$ cat src/emc_defs.svh
// Register offsets, field positions, reset values and timing counts of the memory config block
`ifndef EMC_DEFS_SVH
`define EMC_DEFS_SVH
// Register byte offsets
`define EMC_OFS_CFG_ONE 8'h00
`define EMC_OFS_CFG_TWO 8'h04
// Writable bits and reset values
`define EMC_CFG1_WMASK 32'h7EF8_0BFF
`define EMC_CFG2_WMASK 32'hFFF8_7EFF
`define EMC_CFG1_RESET 32'h0000_00FF
`define EMC_CFG2_RESET 32'h7C40_0000
// Fields of memory_config_one
`define EMC_C1_PBRDY 30
`define EMC_C1_ABRDY 29
`define EMC_C1_IOWDH 27
`define EMC_C1_IOBRDY 26
`define EMC_C1_BEXC 25
`define EMC_C1_IOWS 20
`define EMC_C1_IOEN 19
`define EMC_C1_PRWEN 11
`define EMC_C1_PRWDH 8
`define EMC_C1_PRWWS 4
`define EMC_C1_PRRWS 0
// Fields of memory_config_two
`define EMC_C2_SDRREF 31
`define EMC_C2_TRP 30
`define EMC_C2_TRFC 27
`define EMC_C2_SDRCAS 26
`define EMC_C2_SDRBS 23
`define EMC_C2_SDRCLS 21
`define EMC_C2_SDRCMD 19
`define EMC_C2_SE 14
`define EMC_C2_SI 13
`define EMC_C2_RAMBS 9
`define EMC_C2_RAMBRDY 7
`define EMC_C2_RAMRMW 6
`define EMC_C2_RAMWDH 4
`define EMC_C2_RAMWWS 2
`define EMC_C2_RAMRWS 0
// Trap codes by access type
`define EMC_TRAP_FETCH 8'h01
`define EMC_TRAP_LOAD 8'h09
`define EMC_TRAP_STORE 8'h2B
// Timing
`define EMC_CLK_NS 50
`define EMC_REFRESH_NS 15600
`define EMC_REFRESH_CYC (`EMC_REFRESH_NS / `EMC_CLK_NS)
`define EMC_TRP_BASE 2
`define EMC_TRFC_BASE 3
`define EMC_TLMR_CYC 2
`define EMC_CAS_BASE 2
`define EMC_RAM_CS_READY 4
`endif

$ cat src/emc_pkg.sv
// Types shared by the memory config block
package emc_pkg;
  // Areas on the external bus
  typedef enum logic [1:0] {EMC_AREA_PROM, EMC_AREA_SRAM, EMC_AREA_IO, EMC_AREA_SDRAM} emc_area_t;
  // SDRAM commands as coded in the command field
  typedef enum logic [1:0] {EMC_SD_NONE, EMC_SD_PRECHARGE, EMC_SD_REFRESH, EMC_SD_LOAD_MODE} emc_sdcmd_t;
  // Access sequencer states
  typedef enum logic [1:0] {EMC_IDLE, EMC_WAIT, EMC_READY} emc_state_t;
  // Whole state of the block
  typedef struct packed {
    logic [31:0] cfg1;
    logic [31:0] cfg2;
    logic [31:0] rdata;
    logic strap_done;
    logic rdy_meta;
    logic rdy_sync;
    emc_state_t state;
    logic [4:0] wcnt;
    logic rmw;
    logic acc_write;
    emc_area_t acc_area;
    logic acc_fetch;
    logic need_rdy;
    logic done;
    logic err;
    logic [7:0] trap;
    logic ext_active;
    logic ext_write;
    logic width8;
    logic [4:0] cs_n;
    logic sd_busy;
    logic sd_sw;
    logic [3:0] sd_cnt;
    emc_sdcmd_t sd_cmd;
    logic [15:0] ref_cnt;
    logic ref_pend;
    logic [1:0] cas_lat;
    logic [4:0] sd_bank_log2;
    logic [3:0] sd_col_log2;
    logic [4:0] sram_bank_log2;
  } emc_state_s_t;
endpackage

$ cat src/emc_core.sv
// Memory configuration registers and external access sequencer
//
// Functional notes
// - PROM bus-ready enable holds each PROM access until ready input goes low.
// - Async ready mode synchronises ready; access ends at least one clock later.
// - I/O width code 00 gives 8-bit bus, 10 gives 32-bit bus.
// - I/O bus-ready enable extends I/O accesses until ready is asserted.
// - Bus-error enable turns external error into error response and trap code.
// - I/O wait-state field inserts its binary value, 0 to 15, as waits.
// - I/O area enable zero blocks I/O reads and writes.
// - PROM writes happen only while PROM write enable is set.
// - PROM width 00 is 8-bit, upper bit set is 32-bit; strapped at reset.
// - PROM wait fields insert twice their value; both reset to maximum.
// - 8-bit PROM with error correction loses the top fifth of each bank.
// - Periodic SDRAM auto-refresh only while refresh enable is set.
// - Precharge takes 2 or 3 clocks; refresh takes 3 plus field.
// - CAS bit selects latency 2 or 3; RAS-to-CAS follows it.
// - SDRAM bank size doubles from 4 MB at 000 to 512 MB.
// - Column codes give 256, 512, 1024; 11 gives 4096 or 2048.
// - Nonzero command field issues precharge, refresh or mode load, then clears.
// - SDRAM works only when enabled; with SRAM disable and SDRAM enabled, static accesses stop.
// - SRAM bank size doubles from 8 KB at 0000 to 256 MB.
// - RAM bus-ready enable extends accesses to RAM chip select 4.
// - RMW bit turns sub-word SRAM stores into read then full-word write.
// - SRAM width 00 is 8-bit, upper bit 32-bit; waits 0 to 3.
//
// The strobed register port and the register offsets were left to the implementer.
`timescale 1ns/1ps
`default_nettype none
`include "emc_defs.svh"

module emc_core
  import emc_pkg::*;
#(
  parameter int PROM_BANK_LOG2 = 28,
  parameter int REFRESH_CYCLES = `EMC_REFRESH_CYC
)
(
  input wire logic i_clk_sys,
  input wire logic i_reset_n,
  input wire logic [7:0] i_reg_addr,
  input wire logic [31:0] i_reg_wdata,
  input wire logic i_reg_wr,
  input wire logic i_reg_rd,
  output logic [31:0] o_reg_rdata,
  input wire logic [1:0] i_strap_prom_width,
  input wire logic i_prom_edac_en,
  input wire logic i_acc_req,
  input wire emc_pkg::emc_area_t i_acc_area,
  input wire logic i_acc_write,
  input wire logic i_acc_fetch,
  input wire logic i_acc_subword,
  input wire logic [2:0] i_acc_bank,
  input wire logic [27:0] i_acc_offset,
  output logic o_acc_done,
  output logic o_acc_err,
  output logic [7:0] o_trap_code,
  input wire logic i_ext_ready_n,
  input wire logic i_ext_error_n,
  output logic o_ext_active,
  output logic o_ext_write,
  output logic o_ext_width8,
  output logic [4:0] o_static_chip_select_n,
  output emc_pkg::emc_sdcmd_t o_sd_cmd,
  output logic [1:0] o_sd_cas_latency,
  output logic [4:0] o_sd_bank_log2,
  output logic [3:0] o_sd_col_log2,
  output logic [4:0] o_sram_bank_log2
);
  import emc_pkg::*;

  emc_state_s_t s_reg;
  emc_state_s_t s_next;

  // ---------------------------------------------------------------
  // Field views of the configuration registers
  // ---------------------------------------------------------------
  logic [31:0] c1;
  logic [31:0] c2;
  logic dram_ctrl_enable;
  logic sram_off;
  logic rdy_seen;
  logic bus_err;
  logic [31:0] prom_off5;
  logic [31:0] prom_limit;

  assign c1 = s_reg.cfg1;
  assign c2 = s_reg.cfg2;
  assign dram_ctrl_enable = c2[`EMC_C2_SE];
  assign sram_off = dram_ctrl_enable & c2[`EMC_C2_SI];
  // Async mode looks only at the second synchroniser stage, costing two clocks
  assign rdy_seen = c1[`EMC_C1_ABRDY] ? ~s_reg.rdy_sync : ~i_ext_ready_n;
  assign bus_err = c1[`EMC_C1_BEXC] & ~i_ext_error_n;
  // Check bytes take the top fifth of a bank: offset*5 against bank*4
  assign prom_off5 = {4'h0, i_acc_offset} * 32'd5;
  assign prom_limit = 32'd1 << (PROM_BANK_LOG2 + 2);

  // ---------------------------------------------------------------
  // Next-state logic
  // ---------------------------------------------------------------
  always_comb
  begin
    logic blocked;
    logic [4:0] waits;
    logic nrdy;
    logic w8;
    logic [3:0] sd_t;
    logic [1:0] sw_cmd;
    blocked = 1'b0;
    waits = 5'h0_0;
    nrdy = 1'b0;
    w8 = 1'b0;
    sd_t = 4'h0;
    sw_cmd = c2[`EMC_C2_SDRCMD +: 2];
    s_next = s_reg;
    s_next.done = 1'b0;
    s_next.err = 1'b0;
    s_next.sd_cmd = EMC_SD_NONE;

    // Ready synchroniser; the first stage feeds only the second
    s_next.rdy_meta = i_ext_ready_n;
    s_next.rdy_sync = s_reg.rdy_meta;

    // Strap load on the first clock after reset release
    if (!s_reg.strap_done)
    begin
      s_next.strap_done = 1'b1;
      s_next.cfg1[`EMC_C1_PRWDH +: 2] = i_strap_prom_width;
    end

    // Register reads, answered in the next cycle only
    s_next.rdata = 32'h0000_0000;
    if (i_reg_rd)
    begin
      if (i_reg_addr == `EMC_OFS_CFG_ONE)
        s_next.rdata = c1;
      else if (i_reg_addr == `EMC_OFS_CFG_TWO)
        s_next.rdata = c2;
    end

    // Area decode of the current request
    unique case (i_acc_area)
      EMC_AREA_PROM:
      begin
        waits = i_acc_write ? {c1[`EMC_C1_PRWWS +: 4], 1'b0} : {c1[`EMC_C1_PRRWS +: 4], 1'b0};
        nrdy = c1[`EMC_C1_PBRDY];
        w8 = (c1[`EMC_C1_PRWDH +: 2] == 2'b00);
        blocked = i_acc_write & ~c1[`EMC_C1_PRWEN];
        if (w8 && i_prom_edac_en && (prom_off5 >= prom_limit))
          blocked = 1'b1;
      end
      EMC_AREA_SRAM:
      begin
        waits = i_acc_write ? {3'h0, c2[`EMC_C2_RAMWWS +: 2]} : {3'h0, c2[`EMC_C2_RAMRWS +: 2]};
        nrdy = c2[`EMC_C2_RAMBRDY] & (i_acc_bank == 3'(`EMC_RAM_CS_READY));
        w8 = (c2[`EMC_C2_RAMWDH +: 2] == 2'b00);
        blocked = sram_off | (i_acc_bank > 3'(`EMC_RAM_CS_READY));
      end
      EMC_AREA_IO:
      begin
        waits = {1'b0, c1[`EMC_C1_IOWS +: 4]};
        nrdy = c1[`EMC_C1_IOBRDY];
        w8 = (c1[`EMC_C1_IOWDH +: 2] == 2'b00);
        blocked = ~c1[`EMC_C1_IOEN];
      end
      EMC_AREA_SDRAM:
      begin
        waits = 5'(`EMC_CAS_BASE) + {4'h0, c2[`EMC_C2_SDRCAS]};
        blocked = ~dram_ctrl_enable | s_reg.sd_busy;
      end
    endcase

    // Access sequencer
    unique case (s_reg.state)
      EMC_IDLE:
      begin
        if (i_acc_req)
        begin
          s_next.acc_write = i_acc_write;
          s_next.acc_area = i_acc_area;
          s_next.acc_fetch = i_acc_fetch;
          if (blocked)
          begin
            s_next.done = 1'b1;
            s_next.err = 1'b1;
            s_next.trap = i_acc_fetch ? `EMC_TRAP_FETCH :
                          (i_acc_write ? `EMC_TRAP_STORE : `EMC_TRAP_LOAD);
          end
          else
          begin
            // Sub-word SRAM stores with the RMW bit set run a read phase first
            s_next.rmw = (i_acc_area == EMC_AREA_SRAM) & i_acc_write & i_acc_subword &
                         c2[`EMC_C2_RAMRMW];
            s_next.ext_write = i_acc_write & ~s_next.rmw;
            s_next.wcnt = s_next.rmw ? {3'h0, c2[`EMC_C2_RAMRWS +: 2]} : waits;
            s_next.need_rdy = nrdy;
            s_next.width8 = w8;
            s_next.ext_active = 1'b1;
            if (i_acc_area == EMC_AREA_SRAM)
              s_next.cs_n = ~(5'h0_1 << i_acc_bank);
            s_next.state = EMC_WAIT;
          end
        end
      end
      EMC_WAIT, EMC_READY:
      begin
        if (s_reg.state == EMC_WAIT && s_reg.wcnt != 5'h0_0)
          s_next.wcnt = s_reg.wcnt - 5'h0_1;
        else if (s_reg.state == EMC_WAIT && s_reg.need_rdy && !rdy_seen)
          s_next.state = EMC_READY;
        else if (s_reg.state == EMC_READY && !rdy_seen)
          s_next.state = EMC_READY;
        else if (s_reg.rmw)
        begin
          // Read phase over: full-word write follows
          s_next.rmw = 1'b0;
          s_next.ext_write = 1'b1;
          s_next.wcnt = {3'h0, c2[`EMC_C2_RAMWWS +: 2]};
          s_next.state = EMC_WAIT;
        end
        else
        begin
          s_next.done = 1'b1;
          s_next.state = EMC_IDLE;
        end
        // Bus error ends the access at once with the matching trap
        if (bus_err)
        begin
          s_next.done = 1'b1;
          s_next.err = 1'b1;
          s_next.rmw = 1'b0;
          s_next.trap = s_reg.acc_fetch ? `EMC_TRAP_FETCH :
                        (s_reg.acc_write ? `EMC_TRAP_STORE : `EMC_TRAP_LOAD);
          s_next.state = EMC_IDLE;
        end
        if (s_next.state == EMC_IDLE)
        begin
          s_next.ext_active = 1'b0;
          s_next.ext_write = 1'b0;
          s_next.cs_n = 5'h1_F;
        end
      end
      default:
        s_next.state = EMC_IDLE;
    endcase

    // SDRAM refresh timer
    if (c2[`EMC_C2_SDRREF] && dram_ctrl_enable)
    begin
      if (s_reg.ref_cnt == 16'h0000)
      begin
        s_next.ref_cnt = 16'(REFRESH_CYCLES - 1);
        s_next.ref_pend = 1'b1;
      end
      else
        s_next.ref_cnt = s_reg.ref_cnt - 16'h0001;
    end
    else
    begin
      s_next.ref_cnt = 16'(REFRESH_CYCLES - 1);
      s_next.ref_pend = 1'b0;
    end

    // SDRAM command engine; software commands take precedence over refresh
    if (s_reg.sd_busy)
    begin
      if (s_reg.sd_cnt == 4'h0)
      begin
        s_next.sd_busy = 1'b0;
        if (s_reg.sd_sw)
          s_next.cfg2[`EMC_C2_SDRCMD +: 2] = 2'b00;
      end
      else
        s_next.sd_cnt = s_reg.sd_cnt - 4'h1;
    end
    // A refresh left pending when refresh is switched off is dropped, not issued
    else if (dram_ctrl_enable && s_reg.state == EMC_IDLE &&
             (sw_cmd != 2'b00 || (s_reg.ref_pend && c2[`EMC_C2_SDRREF])))
    begin
      s_next.sd_busy = 1'b1;
      s_next.sd_sw = (sw_cmd != 2'b00);
      s_next.sd_cmd = (sw_cmd != 2'b00) ? emc_sdcmd_t'(sw_cmd) : EMC_SD_REFRESH;
      if (sw_cmd == 2'b00)
        s_next.ref_pend = 1'b0;
      unique case (s_next.sd_cmd)
        EMC_SD_PRECHARGE:
          sd_t = 4'(`EMC_TRP_BASE) + {3'h0, c2[`EMC_C2_TRP]};
        EMC_SD_REFRESH:
          sd_t = 4'(`EMC_TRFC_BASE) + {1'b0, c2[`EMC_C2_TRFC +: 3]};
        default:
          sd_t = 4'(`EMC_TLMR_CYC);
      endcase
      s_next.sd_cnt = sd_t - 4'h1;
    end

    // Register writes; a software write wins over the hardware clear
    if (i_reg_wr && i_reg_addr == `EMC_OFS_CFG_ONE)
      s_next.cfg1 = i_reg_wdata & `EMC_CFG1_WMASK;
    if (i_reg_wr && i_reg_addr == `EMC_OFS_CFG_TWO)
      s_next.cfg2 = i_reg_wdata & `EMC_CFG2_WMASK;

    // Geometry decode, one clock behind the registers
    s_next.cas_lat = 2'(`EMC_CAS_BASE) + {1'b0, c2[`EMC_C2_SDRCAS]};
    s_next.sd_bank_log2 = 5'd22 + {2'b00, c2[`EMC_C2_SDRBS +: 3]};
    if (c2[`EMC_C2_SDRCLS +: 2] == 2'b11)
      s_next.sd_col_log2 = (c2[`EMC_C2_SDRBS +: 3] == 3'b111) ? 4'd12 : 4'd11;
    else
      s_next.sd_col_log2 = 4'd8 + {2'b00, c2[`EMC_C2_SDRCLS +: 2]};
    s_next.sram_bank_log2 = 5'd13 + {1'b0, c2[`EMC_C2_RAMBS +: 4]};
  end

  // ---------------------------------------------------------------
  // State register
  // ---------------------------------------------------------------
  always_ff @(posedge i_clk_sys or negedge i_reset_n)
  begin
    if (!i_reset_n)
    begin
      s_reg <= '0;
      s_reg.cfg1 <= `EMC_CFG1_RESET;
      s_reg.cfg2 <= `EMC_CFG2_RESET;
      s_reg.rdy_meta <= 1'b1;
      s_reg.rdy_sync <= 1'b1;
      s_reg.state <= EMC_IDLE;
      s_reg.cs_n <= 5'h1_F;
      s_reg.sd_cmd <= EMC_SD_NONE;
      s_reg.acc_area <= EMC_AREA_PROM;
    end
    else
      s_reg <= s_next;
  end

  // Outputs straight from the state register
  assign o_reg_rdata = s_reg.rdata;
  assign o_acc_done = s_reg.done;
  assign o_acc_err = s_reg.err;
  assign o_trap_code = s_reg.trap;
  assign o_ext_active = s_reg.ext_active;
  assign o_ext_write = s_reg.ext_write;
  assign o_ext_width8 = s_reg.width8;
  assign o_static_chip_select_n = s_reg.cs_n;
  assign o_sd_cmd = s_reg.sd_cmd;
  assign o_sd_cas_latency = s_reg.cas_lat;
  assign o_sd_bank_log2 = s_reg.sd_bank_log2;
  assign o_sd_col_log2 = s_reg.sd_col_log2;
  assign o_sram_bank_log2 = s_reg.sram_bank_log2;

  // Counts cycles with the external strobe up for the wait-state checks
  logic [5:0] act_cnt;
  always_ff @(posedge i_clk_sys or negedge i_reset_n)
  begin
    if (!i_reset_n)
      act_cnt <= 6'h00;
    else if (s_reg.ext_active)
      act_cnt <= act_cnt + 6'h01;
    else
      act_cnt <= 6'h00;
  end
endmodule
`default_nettype wire

$ cat config.mk
export PLATFORM = sky130hd
export DESIGN_NAME = emc_core
export DESIGN_NICKNAME = d
export VERILOG_FILES = /design/src/emc_pkg.sv /design/src/emc_core.sv
export VERILOG_INCLUDE_DIRS = /design/src /design/src/src
export SDC_FILE = /design/constraint.sdc
export NUM_CORES = 1
export LEC_CHECK = 0
export BUFFER_PORTS_ARGS = -buffer_cell sky130_fd_sc_hd__buf_2
export CORE_UTILIZATION = 60
export DETAILED_ROUTE_END_ITERATION = 12
export GPL_ROUTABILITY_DRIVEN = 0
export PLACE_DENSITY_LB_ADDON = 0.25
export SLEW_MARGIN = 25
export SYNTH_ARGS = -nofsm -noshare
export SYNTH_HDL_FRONTEND = slang
export SYNTH_SLANG_ARGS = --single-unit
$ cat constraint.sdc
create_clock -name i_clk_sys -period 4.8 [get_ports i_clk_sys]
set_input_delay 0.96 -clock i_clk_sys [delete_from_list [all_inputs] [get_ports i_clk_sys]]
set_output_delay 0.96 -clock i_clk_sys [all_outputs]
set_load 0.01 [all_outputs]
* Word-level counts from Yosys, hierarchy flattened
Index checks and enable logic that the tools add are counted.
** Storage, ports and cells
- Bits in registers :: 156
- Logic and storage cells :: 213
** Cells by class
- Reduce and logical (&&, ||, !) cells :: 44
- Equality and inequality tests :: 29
- Order comparisons :: 2
- Muxes and demuxes :: 73
- Bitwise gates (word level) :: 20
- Add/subtract/negate cells :: 11
- Shift-type cells :: 1
- Multipliers :: 1
** Operators by type and width (count)
- 32-bit 2-to-1 mux :: 3
- 6-bit 2-to-1 mux :: 7
- 31-bit greater-or-equal comparator, second input constant :: 1
- 28-bit by 3-bit multiplier with 31-bit output, second input constant :: 1
- 31-bit 2-to-1 mux :: 1
- 10-bit 2-to-1 mux :: 3
- 3-bit inequality test, second input constant :: 10
- 2-bit 2-to-1 mux :: 13
- 5-bit 2-to-1 mux :: 5
- 8-bit 2-to-1 mux :: 3
- 12-bit case mux with 2 select lines :: 1
- 21-bit 2-to-1 mux :: 1
- 1-bit 2-to-1 mux :: 20
- 4-bit 2-to-1 mux :: 5
- 5-bit case mux with 4 select lines :: 1
- 17-bit 2-to-1 mux :: 1
- 16-bit logical NOT :: 1
- 16-bit 2-to-1 mux :: 1
- 16-bit by 1-bit subtractor with 16-bit output, second input constant :: 1
- 2-bit logical NOT :: 7
- 2-bit inequality test, second input constant :: 7
- 1-bit logical AND :: 12
- 6-bit case mux with 2 select lines :: 1
- 6-bit AND reduction :: 2
- other kinds (37) :: 73

* Longest topological paths before layout
- Depth in word-level cells :: 12
- Gate-level depth with buffers :: 9

* Least setup slack after synthesis
OpenSTA, ideal clock, no wires.
- Kind :: input-to-reg
- Start point :: input port i_acc_offset[25]
- End point :: register s_reg, in the netlist o_trap_code[3]
- Stages :: 8
- Slack :: 1.400 ns
- Data arrival time :: 3.273 ns
- Library setup time :: 0.128 ns
- Required time :: 4.672 ns
- Cell sequence :: ha_1 -> ha_1 -> nand4_2 -> or4_4 -> a211oi_4 -> o21ai_2 -> a211oi_4 -> mux2_1
** Between the ends
- Word-level cells in the longest chain between the ends :: 7
** Ends and longest elaborated chain
- start: declaration :: RTL line emc_core.sv:54 : input wire logic [27:0] i_acc_offset,
- 28-bit by 3-bit multiplier with 31-bit output :: RTL line emc_core.sv:95 : assign prom_off5 = {4'h0, i_acc_offset} * 32'd5;
- 31-bit greater-or-equal comparator :: RTL line emc_core.sv:149 : if (w8 && i_prom_edac_en && (prom_off5 >= prom_limit))
- 1-bit logical AND :: RTL line emc_core.sv:149
- 1-bit 2-to-1 mux :: RTL line emc_core.sv:149
- 1-bit case mux with 4 select lines :: RTL line emc_core.sv:142 : unique case (i_acc_area)
- 2-bit inequality test (no source line)
- 4-bit AND reduction (no source line)
- end signal: assignment :: RTL line emc_core.sv:330 : s_reg <= s_next;
- end: declaration :: RTL line emc_core.sv:72 : emc_state_s_t s_reg;
No other way between the ends.
A chain may end at the register's enable or synchronous reset.

* Final worst setup path
- Start point :: input port i_acc_offset[5]
- End point :: register s_reg[64] (netlist bit)
** Between the ends
- Word-level cells in the longest chain between the ends :: 7
** Ends and longest elaborated chain (RTL line)
- 28-bit by 3-bit multiplier with 31-bit output :: emc_core.sv:95
- 31-bit greater-or-equal comparator :: emc_core.sv:149
- 1-bit logical AND :: emc_core.sv:149
- 1-bit 2-to-1 mux :: emc_core.sv:149
- 1-bit case mux with 4 select lines :: emc_core.sv:142
- 2-bit inequality test (no source line)
- 6-bit AND reduction (no source line)
No other way between the ends.

==> flow_summary.json <==
{
  "status": "finished clean",
  "cp.required_ns": 5.10,
  "grt_pass1_vias": 5559,
  "hpwl_um": 12100,
  "final_common_cell": "buf_2",
  "cp_cell_sequence": "buf_2 -> ha_1 -> ha_1 -> a211oi_1 -> nor2_1 -> o311ai_1 -> a211oi_4 -> o31ai_1 -> o21ai_0 -> o2bb2ai_1",
  "highest_layer": "met4",
  "htree_num_levels": 4,
  "yosys_warnings": 0,
  "clock_skew_ns": 0.00770,
  "cp_max_fo": 6,
  "pwr-share-seq": 0.392,
  "final.setup.tns_ns": 0,
  "clk_latency_ns": 0.43,
  "numCtsBuffers": 17,
  "arrival_ns": 3.61,
  "cellInternalPower_mw": 2.45,
  "finalMaxSlewViolations": 0,
  "p_sw_frac": 0.304,
  "drt-initial-drc-count": 344,
  "leakage_nw": 4.40,
  "die_w_um": 116,
  "hold_path.class": "register to register",
  "fp.dieH_um": 116,
  "drv_cap": 0,
  "wl_per_cell_um": 16.7,
  "synth_flop_cell": "dfrtp_1",
  "multiInputGateArea_um2": 3580,
  "post_cts_buffers": 0,
  "crit_path_frequent_cell": "ha_1",
  "rsz0062_at_grt": "false",
  "largest_reg_flops": 35,
  "ios": 154,
  "peakVddDrop_uv": 268,
  "area_growth_pct": 13.3,
  "final_util": 0.698,
  "avgSynthCellArea_um2": 10.7,
  "synth-edff-count": 0,
  "pwr-share-comb": 0.226,
  "seqCellArea_um2": 3580,
  "wl_met2_um": 7940,
  "setup_viol": 0,
  "critical_path.max_stage_delay_ns": 0.61,
  "max_freq_mhz": 302,
  "finalHoldViolations": 0,
  "end_kind": "register",
  "vias": 5663,
  "fin_nets": 965,
  "worst_pin_slew_ns": 0.878,
  "drt-vias-per-instance": 5.66,
  "switching_power_mw": 1.07,
  "path_class": "input pin to register",
  "ys_async_sr_fraction": 1.00,
  "final_antenna_net_count": 0,
  "row_count": 41,
  "grt_pass1_wl_um": 26900,
  "startpoint_type": "input pin",
  "hold_buffers": 0,
  "clk_pin_slew_worst_paths_ns": 0.06,
  "synth_cell_types": 66,
  "cts_root_buffer": "clkbuf_16",
  "drt-total-wl_um": 16700,
  "cts_tree": "yes",
  "hold_ws_ns": 0.355,
  "syn_inst": 727,
  "pwr-share-clk": 0.381,
  "cts_sinks": 142,
  "synth-seq-cells": 142,
  "cts_max_path_buffers": 2,
  "start_util": 0.616,
  "met1_length_um": 7160,
  "track_usage": 0.264,
  "met3_length_um": 1080,
  "power_density_nw_per_um2": 398,
  "grt_max_degree": 110,
  "antenna_found_initial": 0,
  "port_buffers": 141,
  "gr-total-overflow": 0,
  "core-area_um2": 12700,
  "drc": 0,
  "diodes": 0,
  "fin_crit_ns": 3.31,
  "fin_crit_sh": 0.690,
  "drive_gt1_frac": 0.303,
  "fillers": 953,
  "seq_area_frac_synth": 0.458,
  "slew_headroom": 0.414,
  "synth_area_um2": 7810,
  "die_area_um2": 13500,
  "crit_slowest_cell": "o31ai_1",
  "firstDrtPassIters": 7,
  "cts-resized-gates": 0,
  "layout_common_cells": "buf_2 (140), dfrtp_1 (121), ha_1 (64)"
}
==> layout make-up <==
cell class | count | area share
inverter | 35 | 0.0149
clock inverter | 14 | 0.0188
multi-input combinational | 475 | 0.404
tap | 172 | 0.0243
sequential | 142 | 0.405
clock buffer | 18 | 0.0496
timing repair buffer | 144 | 0.0833
==> power groups by stage <==
stage | clock network [mW] | logic, mW | registers (mW)
after floorplan | 0 | 0.573 | 1.39
after global placement | 0 | 0.752 | 1.39
after detailed placement | 0 | 0.782 | 1.40
after CTS | 1.35 | 0.796 | 1.38
after global routing | 1.41 | 0.886 | 1.39
final | 1.34 | 0.797 | 1.38
==> synth_stat cells, drive strengths merged (16+ instances only) <==
library cell | count | area [µm²]
inv | 35 | 131
nand3 | 16 | 80.1
mux2i | 35 | 350
dfstp | 21 | 552
mux2 | 49 | 552
nand2 | 41 | 154
buf | 66 | 487
nor2 | 57 | 214
ha | 64 | 801
dfrtp | 121 | 3030
o21ai | 30 | 154
clkbuf | 16 | 60.1
a21oi | 32 | 160
==> through the flow <==
stage / total power [mW] / instance area (µm²) / cells / setup WS [ns]
floorplan: 1.96 / 7840 / 734 / 1.40
finish: 3.52 / 8850 / 1000 / 1.49
CTS: 3.53 / 8840 / 1000 / 1.51
global route: 3.69 / 8850 / 1000 / 1.27
global placement: 2.15 / 8240 / 968 / 1.11
detailed placement: 2.18 / 8240 / 968 / 1.07
==> path summary, 6_finish.rpt <==
check | from | end | slack [ns] | depth (start not counted)
setup / recovery | i_acc_offset[5] | s_reg[64] | 1.49 | 10
hold / removal | s_next[72] | s_reg[72] | 0.35 | 0
setup reg to reg | s_reg[70] | s_reg[64] | 2.11 | 6
hold reg to reg | s_next[72] | s_reg[72] | 0.35 | 0
max in group asynchronous | i_reset_n | s_reg[26] | 3.20 | 2
min in group asynchronous | i_reset_n | o_sd_bank_log2[2] | 0.64 | 1
==> logic make-up after synthesis <==
| kind of cell | share of synthesized area |
|---|---|
| AOI/OAI and AO/OA | 0.0939 |
| xor gates and xnor gates | 0.0157 |
| adders and majority gates | 0.103 |
| buffers and inverters | 0.0868 |
| DFF | 0.458 |
| muxes | 0.116 |
| other | 0.000962 |
| and+or+nand+nor | 0.126 |
==> routing by layer <==
layer	global-route usage	vias to the layer above
met5	0	-
li1	-	2678
met3	0.0769	40
met1	0.334	2747
met4	0.122	0
met2	0.420	198
==> critical path: cells and delay by family <==
kind            cells  cell delay [ns]
compound gates      6             1.86
fa+ha+maj           2             0.60
simple gates        1             0.08
buf+inv             1             0.11
(Power assumes the default switching activity.)
